<file path="src/hw/circ_pos_consts.vh">
// constants for the repetitive / circular position block
// assumes the register port uses the documented 7-bit word addresses
`ifndef CIRC_POS_CONSTS_VH
`define CIRC_POS_CONSTS_VH

// ----------------------------------------------------------------
// register addresses
// ----------------------------------------------------------------
`define ADDR_GENERAL_CONF 7'h00
`define ADDR_REFERENCE_CONFIG_REG 7'h01
`define ADDR_RAMP_SELECT 7'h20
`define ADDR_ACTUAL_POSITION 7'h21
`define ADDR_TARGET_POSITION 7'h37
`define ADDR_CIRCULAR_RANGE 7'h36
`define ADDR_REV_FRACTION 7'h7c

// ----------------------------------------------------------------
// field positions
// ----------------------------------------------------------------
`define BIT_POSITIONING 2
`define BIT_ZERO_ON_ARRIVAL 0
`define BIT_WRAP_ENABLE 1
`define BIT_TURNS_AT_RANGE 0

// ----------------------------------------------------------------
// reset values
// ----------------------------------------------------------------
`define RST_WORD 32'h00000000

// ----------------------------------------------------------------
// timing: step rate from the core clock
// ----------------------------------------------------------------
`define STEP_TIME_NS 1000
`define CLK_PERIOD_NS 10
`define STEP_CYCLES (`STEP_TIME_NS / `CLK_PERIOD_NS)

`endif

</file>
<file path="src/hw/step_divider.v">
// step-rate divider: one-cycle enable pulse every div_cycles clocks
// assumes a single core clock and an asynchronous active-low reset
`timescale 1ns/100ps

module step_divider #(
    parameter integer div_cycles = 100
) (
    input wire clk, // core clock
    input wire rst_b, // async reset, active low
    output reg step_en_ff // one-cycle step enable
);

    reg [15:0] cnt_ff;
    wire last_cnt;

    assign last_cnt = (cnt_ff == div_cycles[15:0] - 16'h0001);

    // free-running count; pulse on terminal value
    always @(posedge clk or negedge rst_b) begin
        if (!rst_b) begin
            cnt_ff <= 16'h0000;
            step_en_ff <= 1'b0;
        end else begin
            step_en_ff <= last_cnt;
            if (last_cnt) begin
                cnt_ff <= 16'h0000;
            end else begin
                cnt_ff <= cnt_ff + 16'h0001;
            end
        end
    end

endmodule // step_divider

</file>
<file path="src/hw/circ_pos_core.v">
// repetitive positioning and circular wrap of the actual position
// assumes a simple synchronous word register port and one core clock
//
// Function
// - arrival ends ramp, no restart by default
// - zero_on_arrival clears actual position at target
// - restart after clear only for nonzero target
// - new target accepted during repetitive motion
// - position kept within minus span to span minus one
// - positive step from top loads minus span
// - negative step from bottom loads span minus one
// - circular positioning takes shorter path to target
// - rev_fraction register provided at 0x7c
// - rev_fraction is 1.31 unsigned fixed point
// - each wrap crossing completes one revolution
// - fraction added to accumulator per revolution
// - accumulator overflow holds position one step
// - integer bit plus fractional carry hold two
// - turn counter counts wraps up and down
// - turn counter zero while wrap disabled
`timescale 1ns/100ps
`include "circ_pos_consts.vh"

module circ_pos_core #(
    parameter integer step_cycles = `STEP_CYCLES
) (
    input wire clk, // core clock
    input wire rst_b, // async reset, active low
    input wire reg_wr, // register write strobe
    input wire reg_rd, // register read strobe
    input wire [6:0] reg_addr, // register word address
    input wire [31:0] reg_wdata, // register write data
    output reg [31:0] reg_rdata_ff, // register read data
    output reg step_ff, // step pulse to driver
    output reg dir_ff, // direction, 1 = positive
    output reg moving_ff, // ramp is running
    output reg arrived_ff // actual equals target
);

    // ----------------------------------------------------------------
    // register state
    // ----------------------------------------------------------------
    reg [31:0] actual_ff;
    reg [31:0] target_ff;
    reg [31:0] span_ff;
    reg [31:0] frac_ff;
    reg [30:0] acc_ff;
    reg [1:0] hold_ff;
    reg [31:0] turns_ff;
    reg [2:0] ramp_select_ff;
    reg zero_on_arrival_ff;
    reg wrap_enable_ff;
    reg turns_at_range_ff;
    reg run_ff;
    wire step_en;

    step_divider #(
        .div_cycles(step_cycles)
    ) u_div (
        .clk(clk),
        .rst_b(rst_b),
        .step_en_ff(step_en)
    );

    // ----------------------------------------------------------------
    // direction choice and wrap arithmetic
    // ----------------------------------------------------------------
    wire positioning = ramp_select_ff[`BIT_POSITIONING];
    wire circ_on = wrap_enable_ff && (span_ff != 32'h00000000);
    wire at_target = (actual_ff == target_ff);
    wire [31:0] top_pos = span_ff - 32'h00000001;
    wire [31:0] bot_pos = 32'h00000000 - span_ff;
    wire [31:0] fwd_dist = target_ff - actual_ff;
    wire [31:0] full_rev = {span_ff[30:0], 1'b0};
    wire fwd_neg = fwd_dist[31];
    wire [31:0] fwd_abs = fwd_neg ? (32'h00000000 - fwd_dist) : fwd_dist;
    // across the wrap the path is one revolution minus the direct one
    wire wrap_shorter = (fwd_abs > span_ff);
    // the direct way is positive when the target lies above; the wrap reverses it
    wire go_pos = circ_on ? (~fwd_neg ^ wrap_shorter) : ~fwd_neg;
    wire hit_top = circ_on && go_pos && (actual_ff == top_pos);
    wire hit_bot = circ_on && !go_pos && (actual_ff == bot_pos);
    wire crossing = hit_top || hit_bot;
    wire [31:0] acc_sum = {1'b0, acc_ff} + {1'b0, frac_ff[30:0]};
    // integer bit gives one hold, fractional carry one more
    wire [1:0] extra_holds = {1'b0, frac_ff[31]} + {1'b0, acc_sum[31]};

    // ----------------------------------------------------------------
    // register writes
    // ----------------------------------------------------------------
    always @(posedge clk or negedge rst_b) begin
        if (!rst_b) begin
            target_ff <= `RST_WORD;
            span_ff <= `RST_WORD;
            frac_ff <= `RST_WORD;
            ramp_select_ff <= 3'h0;
            zero_on_arrival_ff <= 1'b0;
            wrap_enable_ff <= 1'b0;
            turns_at_range_ff <= 1'b0;
        end else if (reg_wr) begin
            case (reg_addr)
                `ADDR_GENERAL_CONF: begin
                    turns_at_range_ff <= reg_wdata[`BIT_TURNS_AT_RANGE];
                end
                `ADDR_REFERENCE_CONFIG_REG: begin
                    zero_on_arrival_ff <= reg_wdata[`BIT_ZERO_ON_ARRIVAL];
                    wrap_enable_ff <= reg_wdata[`BIT_WRAP_ENABLE];
                end
                `ADDR_RAMP_SELECT: ramp_select_ff <= reg_wdata[2:0];
                `ADDR_TARGET_POSITION: target_ff <= reg_wdata;
                `ADDR_CIRCULAR_RANGE: span_ff <= reg_wdata;
                `ADDR_REV_FRACTION: frac_ff <= reg_wdata;
                default: begin
                end
            endcase
        end
    end

    // ----------------------------------------------------------------
    // position, run state, holds and turn count
    // ----------------------------------------------------------------
    // a software write of the actual position wins over stepping
    always @(posedge clk or negedge rst_b) begin
        if (!rst_b) begin
            actual_ff <= `RST_WORD;
            acc_ff <= 31'h00000000;
            hold_ff <= 2'h0;
            turns_ff <= `RST_WORD;
            run_ff <= 1'b0;
            step_ff <= 1'b0;
            dir_ff <= 1'b1;
            moving_ff <= 1'b0;
            arrived_ff <= 1'b0;
        end else begin
            step_ff <= 1'b0;
            moving_ff <= run_ff;
            arrived_ff <= at_target;
            if (!wrap_enable_ff) begin
                acc_ff <= 31'h00000000;
                hold_ff <= 2'h0;
                turns_ff <= `RST_WORD;
            end
            if (reg_wr && reg_addr == `ADDR_ACTUAL_POSITION) begin
                actual_ff <= reg_wdata;
            end else if (reg_wr && reg_addr == `ADDR_TARGET_POSITION) begin
                // a repetitive ramp keeps running when the new nonzero target equals actual
                run_ff <= positioning && ((reg_wdata != actual_ff) ||
                          (zero_on_arrival_ff && (reg_wdata != 32'h00000000)));
            end else if (positioning && at_target) begin
                if (zero_on_arrival_ff) begin
                    actual_ff <= `RST_WORD;
                    run_ff <= (target_ff != 32'h00000000);
                end else begin
                    run_ff <= 1'b0;
                end
            end else if (step_en && positioning && run_ff) begin
                dir_ff <= go_pos;
                if (hold_ff != 2'h0) begin
                    // stay at the wrap point for this step
                    hold_ff <= hold_ff - 2'h1;
                end else if (crossing) begin
                    step_ff <= 1'b1;
                    actual_ff <= hit_top ? bot_pos : top_pos;
                    if (wrap_enable_ff) begin
                        acc_ff <= acc_sum[30:0];
                        hold_ff <= extra_holds;
                        turns_ff <= hit_top ? turns_ff + 32'h00000001
                                            : turns_ff - 32'h00000001;
                    end
                end else begin
                    step_ff <= 1'b1;
                    actual_ff <= go_pos ? actual_ff + 32'h00000001
                                        : actual_ff - 32'h00000001;
                end
            end
        end
    end

    // ----------------------------------------------------------------
    // register reads
    // ----------------------------------------------------------------
    // the range register is write-only; its address can show turns
    always @(posedge clk or negedge rst_b) begin
        if (!rst_b) begin
            reg_rdata_ff <= `RST_WORD;
        end else if (reg_rd) begin
            case (reg_addr)
                `ADDR_GENERAL_CONF: reg_rdata_ff <= {31'h0, turns_at_range_ff};
                `ADDR_REFERENCE_CONFIG_REG: reg_rdata_ff <= {30'h0, wrap_enable_ff,
                                                        zero_on_arrival_ff};
                `ADDR_RAMP_SELECT: reg_rdata_ff <= {29'h0, ramp_select_ff};
                `ADDR_ACTUAL_POSITION: reg_rdata_ff <= actual_ff;
                `ADDR_TARGET_POSITION: reg_rdata_ff <= target_ff;
                `ADDR_CIRCULAR_RANGE: reg_rdata_ff <= turns_at_range_ff ? turns_ff
                                                                        : `RST_WORD;
                `ADDR_REV_FRACTION: reg_rdata_ff <= frac_ff;
                default: reg_rdata_ff <= `RST_WORD;
            endcase
        end
    end

endmodule // circ_pos_core

</file>
<file path="config.mk">
export PLATFORM = sky130hd
export DESIGN_NAME = circ_pos_core
export DESIGN_NICKNAME = d
export VERILOG_FILES = /design/src/hw/step_divider.v /design/src/hw/circ_pos_core.v
export VERILOG_INCLUDE_DIRS = /design/src /design/src/hw
export SDC_FILE = /design/constraint.sdc
export NUM_CORES = 1
export LEC_CHECK = 0
export ABC_AREA = 1
export BUFFER_PORTS_ARGS = -buffer_cell sky130_fd_sc_hd__buf_2
export CORE_ASPECT_RATIO = 1.4
export CORE_UTILIZATION = 45
export DETAILED_ROUTE_END_ITERATION = 6
export GPL_TIMING_DRIVEN = 1
export PLACE_DENSITY = 0.68
export SETUP_SLACK_MARGIN = 0.5
export SKIP_LAST_GASP = 1
export SLEW_MARGIN = 20
export SYNTH_ARGS = -nofsm -noshare
export SYNTH_HDL_FRONTEND = slang
export SYNTH_HIERARCHICAL = 1
export SYNTH_SLANG_ARGS = --single-unit
</file>
<file path="constraint.sdc">
create_clock -name clk -period 8.8 [get_ports clk]
set_clock_uncertainty 0.15 [all_clocks]
set_input_delay 1.32 -clock clk [delete_from_list [all_inputs] [get_ports clk]]
set_output_delay 1.32 -clock clk [all_outputs]
set_load 0.01 [all_outputs]
</file>
# --- After elaboration in Yosys (flattened, before gate mapping) ---
# Cells that the tools add are included.
totals:
  reg_bits: 253
  input_bits: 43
  out_inout_bits: 36
  word_cells: 129
classes:
  addsub: 12
  order_cmp: 1
  eq_ne: 14
  mux: 47
  bitwise: 5
  n_reduce_logical: 31
ops:
  columns: ["cell", "count"]
  rows:
  - ["32-bit 2-to-1 mux", 20]
  - ["31-bit 2-to-1 mux", 8]
  - ["32-bit one-hot mux with 7 select lines", 1]
  - ["32-bit == test", 3]
  - ["32-bit nonzero test", 3]
  - ["32-bit by 1-bit subtractor with 32-bit output (second input constant)", 3]
  - ["32-bit by 1-bit adder with 32-bit output (second input constant)", 2]
  - ["1-bit by 32-bit subtractor with 32-bit output (first input constant)", 2]
  - ["31-bit by 31-bit adder with 32-bit output", 1]
  - ["32-bit greater-than comparator", 1]
  - ["32-bit inequality test", 1]
  - ["32-bit subtractor", 1]
  - ["7-bit by 6-bit == test with 1-bit output (second input constant)", 4]
  - ["16-bit by 1-bit adder with 16-bit output (second input constant)", 1]
  - ["16-bit by 7-bit == test with 1-bit output (second input constant)", 1]
  - ["16-bit 2-to-1 mux", 1]
  - ["2-bit 2-to-1 mux", 8]
  - ["2-bit AND reduction", 7]
  - ["1-bit logical AND", 12]
  - ["1-bit 2-to-1 mux", 9]
  - ["4-bit AND reduction", 2]
  - ["7-bit by 1-bit == test with 1-bit output (second input constant)", 1]
  - ["7-bit == test (second input constant)", 1]
  - ["7-bit zero test", 1]
  - ["other kinds (10)", 16]

# --- Depth between registers and ports, before layout ---
depth:
  ltp_word: 16
  ltp_mapped: 51
  ltp_nobuf: 51

# --- By module ---
# Netlist, hierarchy kept.
modules_own_cells:
  columns: ["module", "n_inst", "cells_per_inst", "area_each_um2", "seq_area_each_um2"]
  rows:
  - ["circ_pos_core", 1, 3755, 23606.4, 5906.9]
  - ["step_divider", 1, 125, 940.9, 425.4]

# --- Worst setup path before layout ---
# No wires, ideal clock.
synth_path:
  kind: "register -> register"
  startpoint: "register actual_ff[2]"
  endpoint: "register turns_ff[28]"
  setup_time_ns: 0.116
  arrival_time_ns: 7.038
  t_required_ns: 8.534
  path_slack_ns: 1.496
  stages_incl_launch_ff: 42
  n_path_buf: 0
  period_less_slack_ns: 7.304
  cell_sequence: "dfrtp_1 -> inv_1 -> ha_1 -> a21oi_1 -> nand2_1 -> xnor2_1 -> nand2_1 -> nor2_1 -> nand2_1 -> nor2_1 -> nand2_1 -> nor2_1 -> nand3_1 -> nand2_1 -> nand4_1 -> a21oi_1 -> xor2_1 -> inv_1 -> [6 not listed] -> nand2_1 -> nand3_1 -> nand2_1 -> nand4_1 -> ha_1 -> a21oi_1 -> o21ai_0 -> nor2_1 -> o21bai_1 -> a21oi_1 -> o21ai_0 -> nand3_1 -> nand3_1 -> nand2_1 -> nand2_1 -> nand4_1 -> nor2_1 -> nor2_1"
synth_between:
  elab_chain_len: 16
synth_rtl:
  columns: ["element", "line", "source"]
  rows:
  - ["start, declared", "circ_pos_core.v:43", "reg [31:0] actual_ff;"]
  - ["start signal, assigned", "circ_pos_core.v:125", "actual_ff <= `RST_WORD;"]
  - ["start signal, assigned", "circ_pos_core.v:144", "actual_ff <= reg_wdata;"]
  - ["start signal, assigned", "circ_pos_core.v:151", "actual_ff <= `RST_WORD;"]
  - ["32-bit subtractor", "circ_pos_core.v:73", "wire [31:0] fwd_dist = target_ff - actual_ff;"]
  - ["1-bit by 32-bit subtractor with 32-bit output", "circ_pos_core.v:76", "wire [31:0] fwd_abs = fwd_neg ? (32'h00000000 - fwd_dist) : fwd_dist;"]
  - ["32-bit 2-to-1 mux", "circ_pos_core.v:76", null]
  - ["32-bit greater-than comparator", "circ_pos_core.v:78", "wire wrap_shorter = (fwd_abs > span_ff);"]
  - ["1-bit bitwise XOR", "circ_pos_core.v:80", "wire go_pos = circ_on ? (~fwd_neg ^ wrap_shorter) : ~fwd_neg;"]
  - ["1-bit 2-to-1 mux", "circ_pos_core.v:80", null]
  - ["1-bit logical AND or 1-bit zero test (tied branches)", "circ_pos_core.v:81, circ_pos_core.v:82", null]
  - ["1-bit logical AND (on tied branches)", "circ_pos_core.v:81, circ_pos_core.v:82", null]
  - ["32-bit 2-to-1 mux or 1-bit logical AND (tied branches)", "circ_pos_core.v:167, circ_pos_core.v:82", null]
  - ["32-bit 2-to-1 mux or 1-bit logical OR (tied branches)", "circ_pos_core.v:164, circ_pos_core.v:83", null]
  - ["32-bit 2-to-1 mux", "circ_pos_core.v:161", "end else if (crossing) begin"]
  - ["32-bit 2-to-1 mux", "circ_pos_core.v:158", "if (hold_ff != 2'h0) begin"]
  - ["32-bit 2-to-1 mux", "circ_pos_core.v:156", "end else if (step_en && positioning && run_ff) begin"]
  - ["32-bit 2-to-1 mux (*)", "circ_pos_core.v:149", "end else if (positioning && at_target) begin"]
  - ["32-bit 2-to-1 mux (*)", "circ_pos_core.v:145", "end else if (reg_wr && reg_addr == `ADDR_TARGET_POSITION) begin"]
  - ["32-bit 2-to-1 mux (*)", "circ_pos_core.v:143", "if (reg_wr && reg_addr == `ADDR_ACTUAL_POSITION) begin"]
  - ["end signal, assigned", "circ_pos_core.v:128", "turns_ff <= `RST_WORD;"]
  - ["end signal, assigned", "circ_pos_core.v:141", "turns_ff <= `RST_WORD;"]
  - ["end signal, assigned", "circ_pos_core.v:167", "turns_ff <= hit_top ? turns_ff + 32'h00000001"]
  - ["end, declared", "circ_pos_core.v:49", "reg [31:0] turns_ff;"]
# Every way passes the cells marked *; elsewhere a longest branch is shown, timed or not.
# A chain may end at the register's enable or synchronous reset.

# --- Worst setup path in the final report ---
layout_path:
  startpoint: "register actual_ff[3]"
  endpoint: "register turns_ff[29]"
# Same word-level chain as after synthesis.

==> run_results.csv <==
group,metric,value,unit
status,outcome,"finished with violations",
status,violations,"design-rule violations",
floorplan,coreArea,53550,um^2
grt,grt_use_total,38.63,%
synth,avgSynthCellArea,6.327,um^2
finish,layout.nets,4159,
finish,final_common_cell,"nand2_1",
setup_path,arrival,8.03,ns
synth,syn-cell-area,24550,um^2
clock_tree,cts_tree,"yes",
sta,fmax,130.4,MHz
synth,ys_seq_area_share,25.80,%
pwr,combPwrFrac,61.8,%
place,placed_area,25890,um^2
drt,first_iter_violations,2691,
clock_tree,ctsRootBufferMaster,"clkbuf_16",
pwr,power_density,262.5,nW/um^2
floorplan,initial_core_util,45.84,%
setup_path,slowest_delay,0.47,ns
clock_tree,clk_pin_slew,0.06,ns
synth,yosysWarnings,6,
finish,drive_gt1_share,6.744,%
setup_path,cp-start-kind,"flip-flop",
synth,synth_fp_nets,4085,
floorplan,rows,100,
sta,rsz0062_at_grt,"false",
pwr,switching_share,50.74,%
synth,syn_inst,3880,
pwr,switching_power,3599,uW
drt,wl,107500,um
floorplan,design.die.area,55500,um^2
synth,ys.flop_type,"dfrtp_1",
grt,grt_pass1_vias,25370,
setup_path,crit_type,"flip-flop to flip-flop",
setup_path,crit_top_cell,"nand2_1",
setup_path,critical_path.max_fanout,18,
place,place.detailed.hpwl,84520,um
clock_tree,clkSinkCount,253,
flow_run,maxCapViolations,0,
pwr,vdd_drop_max,0.1518,mV
finish,area_growth,10.09,%
synth,yosys.area.top_type,"dfrtp_1",
sta,setup_violations,0,
pwr,p_seq_share,19.2,%
drt,firstDrtPassIters,7,
worst_hold_path,hold_path_class,"flip-flop to flip-flop",
sta,finalHoldViolations,0,
synth,synth_top_area_share,25.69,%
synth,synthArstFlopShare,100.0,%
sta,slew_headroom,23.84,%
synth,ys_ff_latch,253,
floorplan,io_pins,79,
sta,fin_crit_sh,87.16,%
place,routabilityCongestion,1.113,
finish,final_cell_mix,"nand2_1, inv_1, nand3_1",
floorplan,die_y,278.4,um
clock_tree,h-tree-depth,1,
synth,synthTopCellsByArea,"dfrtp_1, nand2_1, nand3_1",
worst_hold_path,hold_path_depth,0,
synth,synth_cell_types,58,
clock_tree,cts-buffers-inserted,30,
setup_path,endpoint_kind,"flip-flop",
pwr,clock_power_share,19.0,%
sta,slew_viol_final,0,
place,numPlacedInstances,4631,
setup_path,rr_worst_depth,42,
pwr,intPower,3494,uW
floorplan,die_w,199.4,um
setup_path,worst_ep_required_time,9.16,ns
pwr,cellLeakagePower,0.01406,uW
synth,synth_edf_count,0,
drt,drtAntennaViolNets,0,
place,io_buffer_count,78,
drt,drc,10,
drt,num_vias,27310,
sta,worstMarginPinSlew,1.141,ns
finish,fin_util,50.46,%
sta,finalSetupTns,0,ns
finish,fin_area,27020,um^2
grt,overflow,0,
grt,grt_max_degree,75,
finish,layout.cells.non_filler,4690,
setup_path,critPathSlowestCell,"dfrtp_1",
drt,wl_per_cell,22.93,um
clock_tree,cts_buffer_depth,3,
clock_tree,clk_latency,0.61,ns
grt,antenna_found_initial,7,
drt,routed_via_density,5.824,
sta,period_needed,7.670,ns
grt,grt_first_pass_wirelength,157400,um
## kinds of logic after synthesis
family          share of synthesized area, %
compound gates                         14.21
xor+xnor                               5.729
fa+ha+maj                              8.380
buf+inv                                9.898
flops                                  25.80
mux                                   0.1835
simple gates                           35.80
## final timing paths
path	from	endpoint	slack (ns)
min in group asynchronous	rst_b	target_ff[12]	0.47
worst min register to register	run_ff	moving_ff	0.32
worst max-delay path	actual_ff[3]	turns_ff[29]	1.13
worst max register to register	actual_ff[3]	turns_ff[29]	1.13
worst min-delay path	run_ff	moving_ff	0.32
max in group asynchronous	rst_b	actual_ff[4]	6.63
## timing repair
item | in CTS | in global routing
hold buffers | 0 | 0
buffers inserted | 0 | 5
endpoints found under the setup margin | 0 | 36
resized for setup | 0 | 16
## Yosys cell counts, types with 4 or more instances
cell type  instances
a21boi_0           7
a21o_1            21
a21oi_1          233
a31oi_1            6
buf_1              9
buf_2             19
buf_6              6
clkbuf_1          68
clkinv_1          10
dfrtp_1          252
fa_1               4
ha_1             158
inv_1            509
inv_2              4
mux2_2             4
nand2_1         1047
nand2_2           11
nand3_1          402
nand3_2            6
nand3b_1          17
nand4_1           98
nor2_1           345
nor2_2             7
nor2_4            11
nor3_1            52
nor4_1            25
o211ai_1           5
o21a_1             5
o21ai_0          287
o21ai_1            6
o21bai_1          18
o221ai_1           6
o22ai_1           30
o31ai_1            5
xnor2_1           79
xor2_1            79
## flip-flops by register name, indices dropped and copies added (netlist names), 2 cells and up
signal and flops:
actual_ff 32, turns_ff 32, acc_ff 31, span_ff 32, u_div/cnt_ff 16, target_ff 32, ramp_select_ff 3, hold_ff 2
frac_ff 32, reg_rdata_ff 32
## through the flow
step / hold slack, ns / total power [uW] / setup WS [ns]
3_3_place_gp: 0.2827 / 5555 / 0.8418
3_5_place_dp: 0.2730 / 5569 / 0.7898
2_1_floorplan: 0.2186 / 4321 / 1.496
4_1_cts: 0.2966 / 6923 / 0.7732
5_1_grt: 0.3238 / 7595 / 0.5386
6_report: 0.3184 / 7093 / 1.130
## worst max-delay path, delay by kind of cell, from the launching register on
| family | cells | cell delay, ns |
|---|---|---|
| AO/OA/AOI/OAI | 4 | 0.73 |
| flip-flops | 1 | 0.47 |
| adder cells (fa/ha/maj) | 3 | 1.06 |
| AND/OR/NAND/NOR | 27 | 3.70 |
| XOR/XNOR | 3 | 0.62 |
| buffers and inverters | 5 | 0.81 |
## area by class of cell
class	count	area (um^2)
diodes	2	5.005
clock buffers	40	879.6
clock inverters	12	151.4
fillers	5746	26530
inverters	523	1967
multi-input cells	3000	15880
flip-flops and latches	253	6336
well taps	714	893.4
repair buffers	146	910.9
## routing by layer
layer	share of wire [%]	vias up	GRT usage [%]	routed length, um
met1	36	12680	43.41	38230
met5	0.074	-	0	80
met3	8.4	417	7.465	9045
met2	45	1298	62.20	48810
li1	-	12910	-	-
met4	11	12	33.49	11370
## power by group through the flow
stage                     clock network [uW]  registers, uW  logic, uW
after global placement                     0           1370       4180
after detailed placement                   0           1370       4200
after CTS                               1350           1350       4220
final                                   1350           1360       4390
after floorplan                            0           1330       2990
after global routing                    1390           1360       4840
No activity file was read; power rests on OpenSTA's default activity.
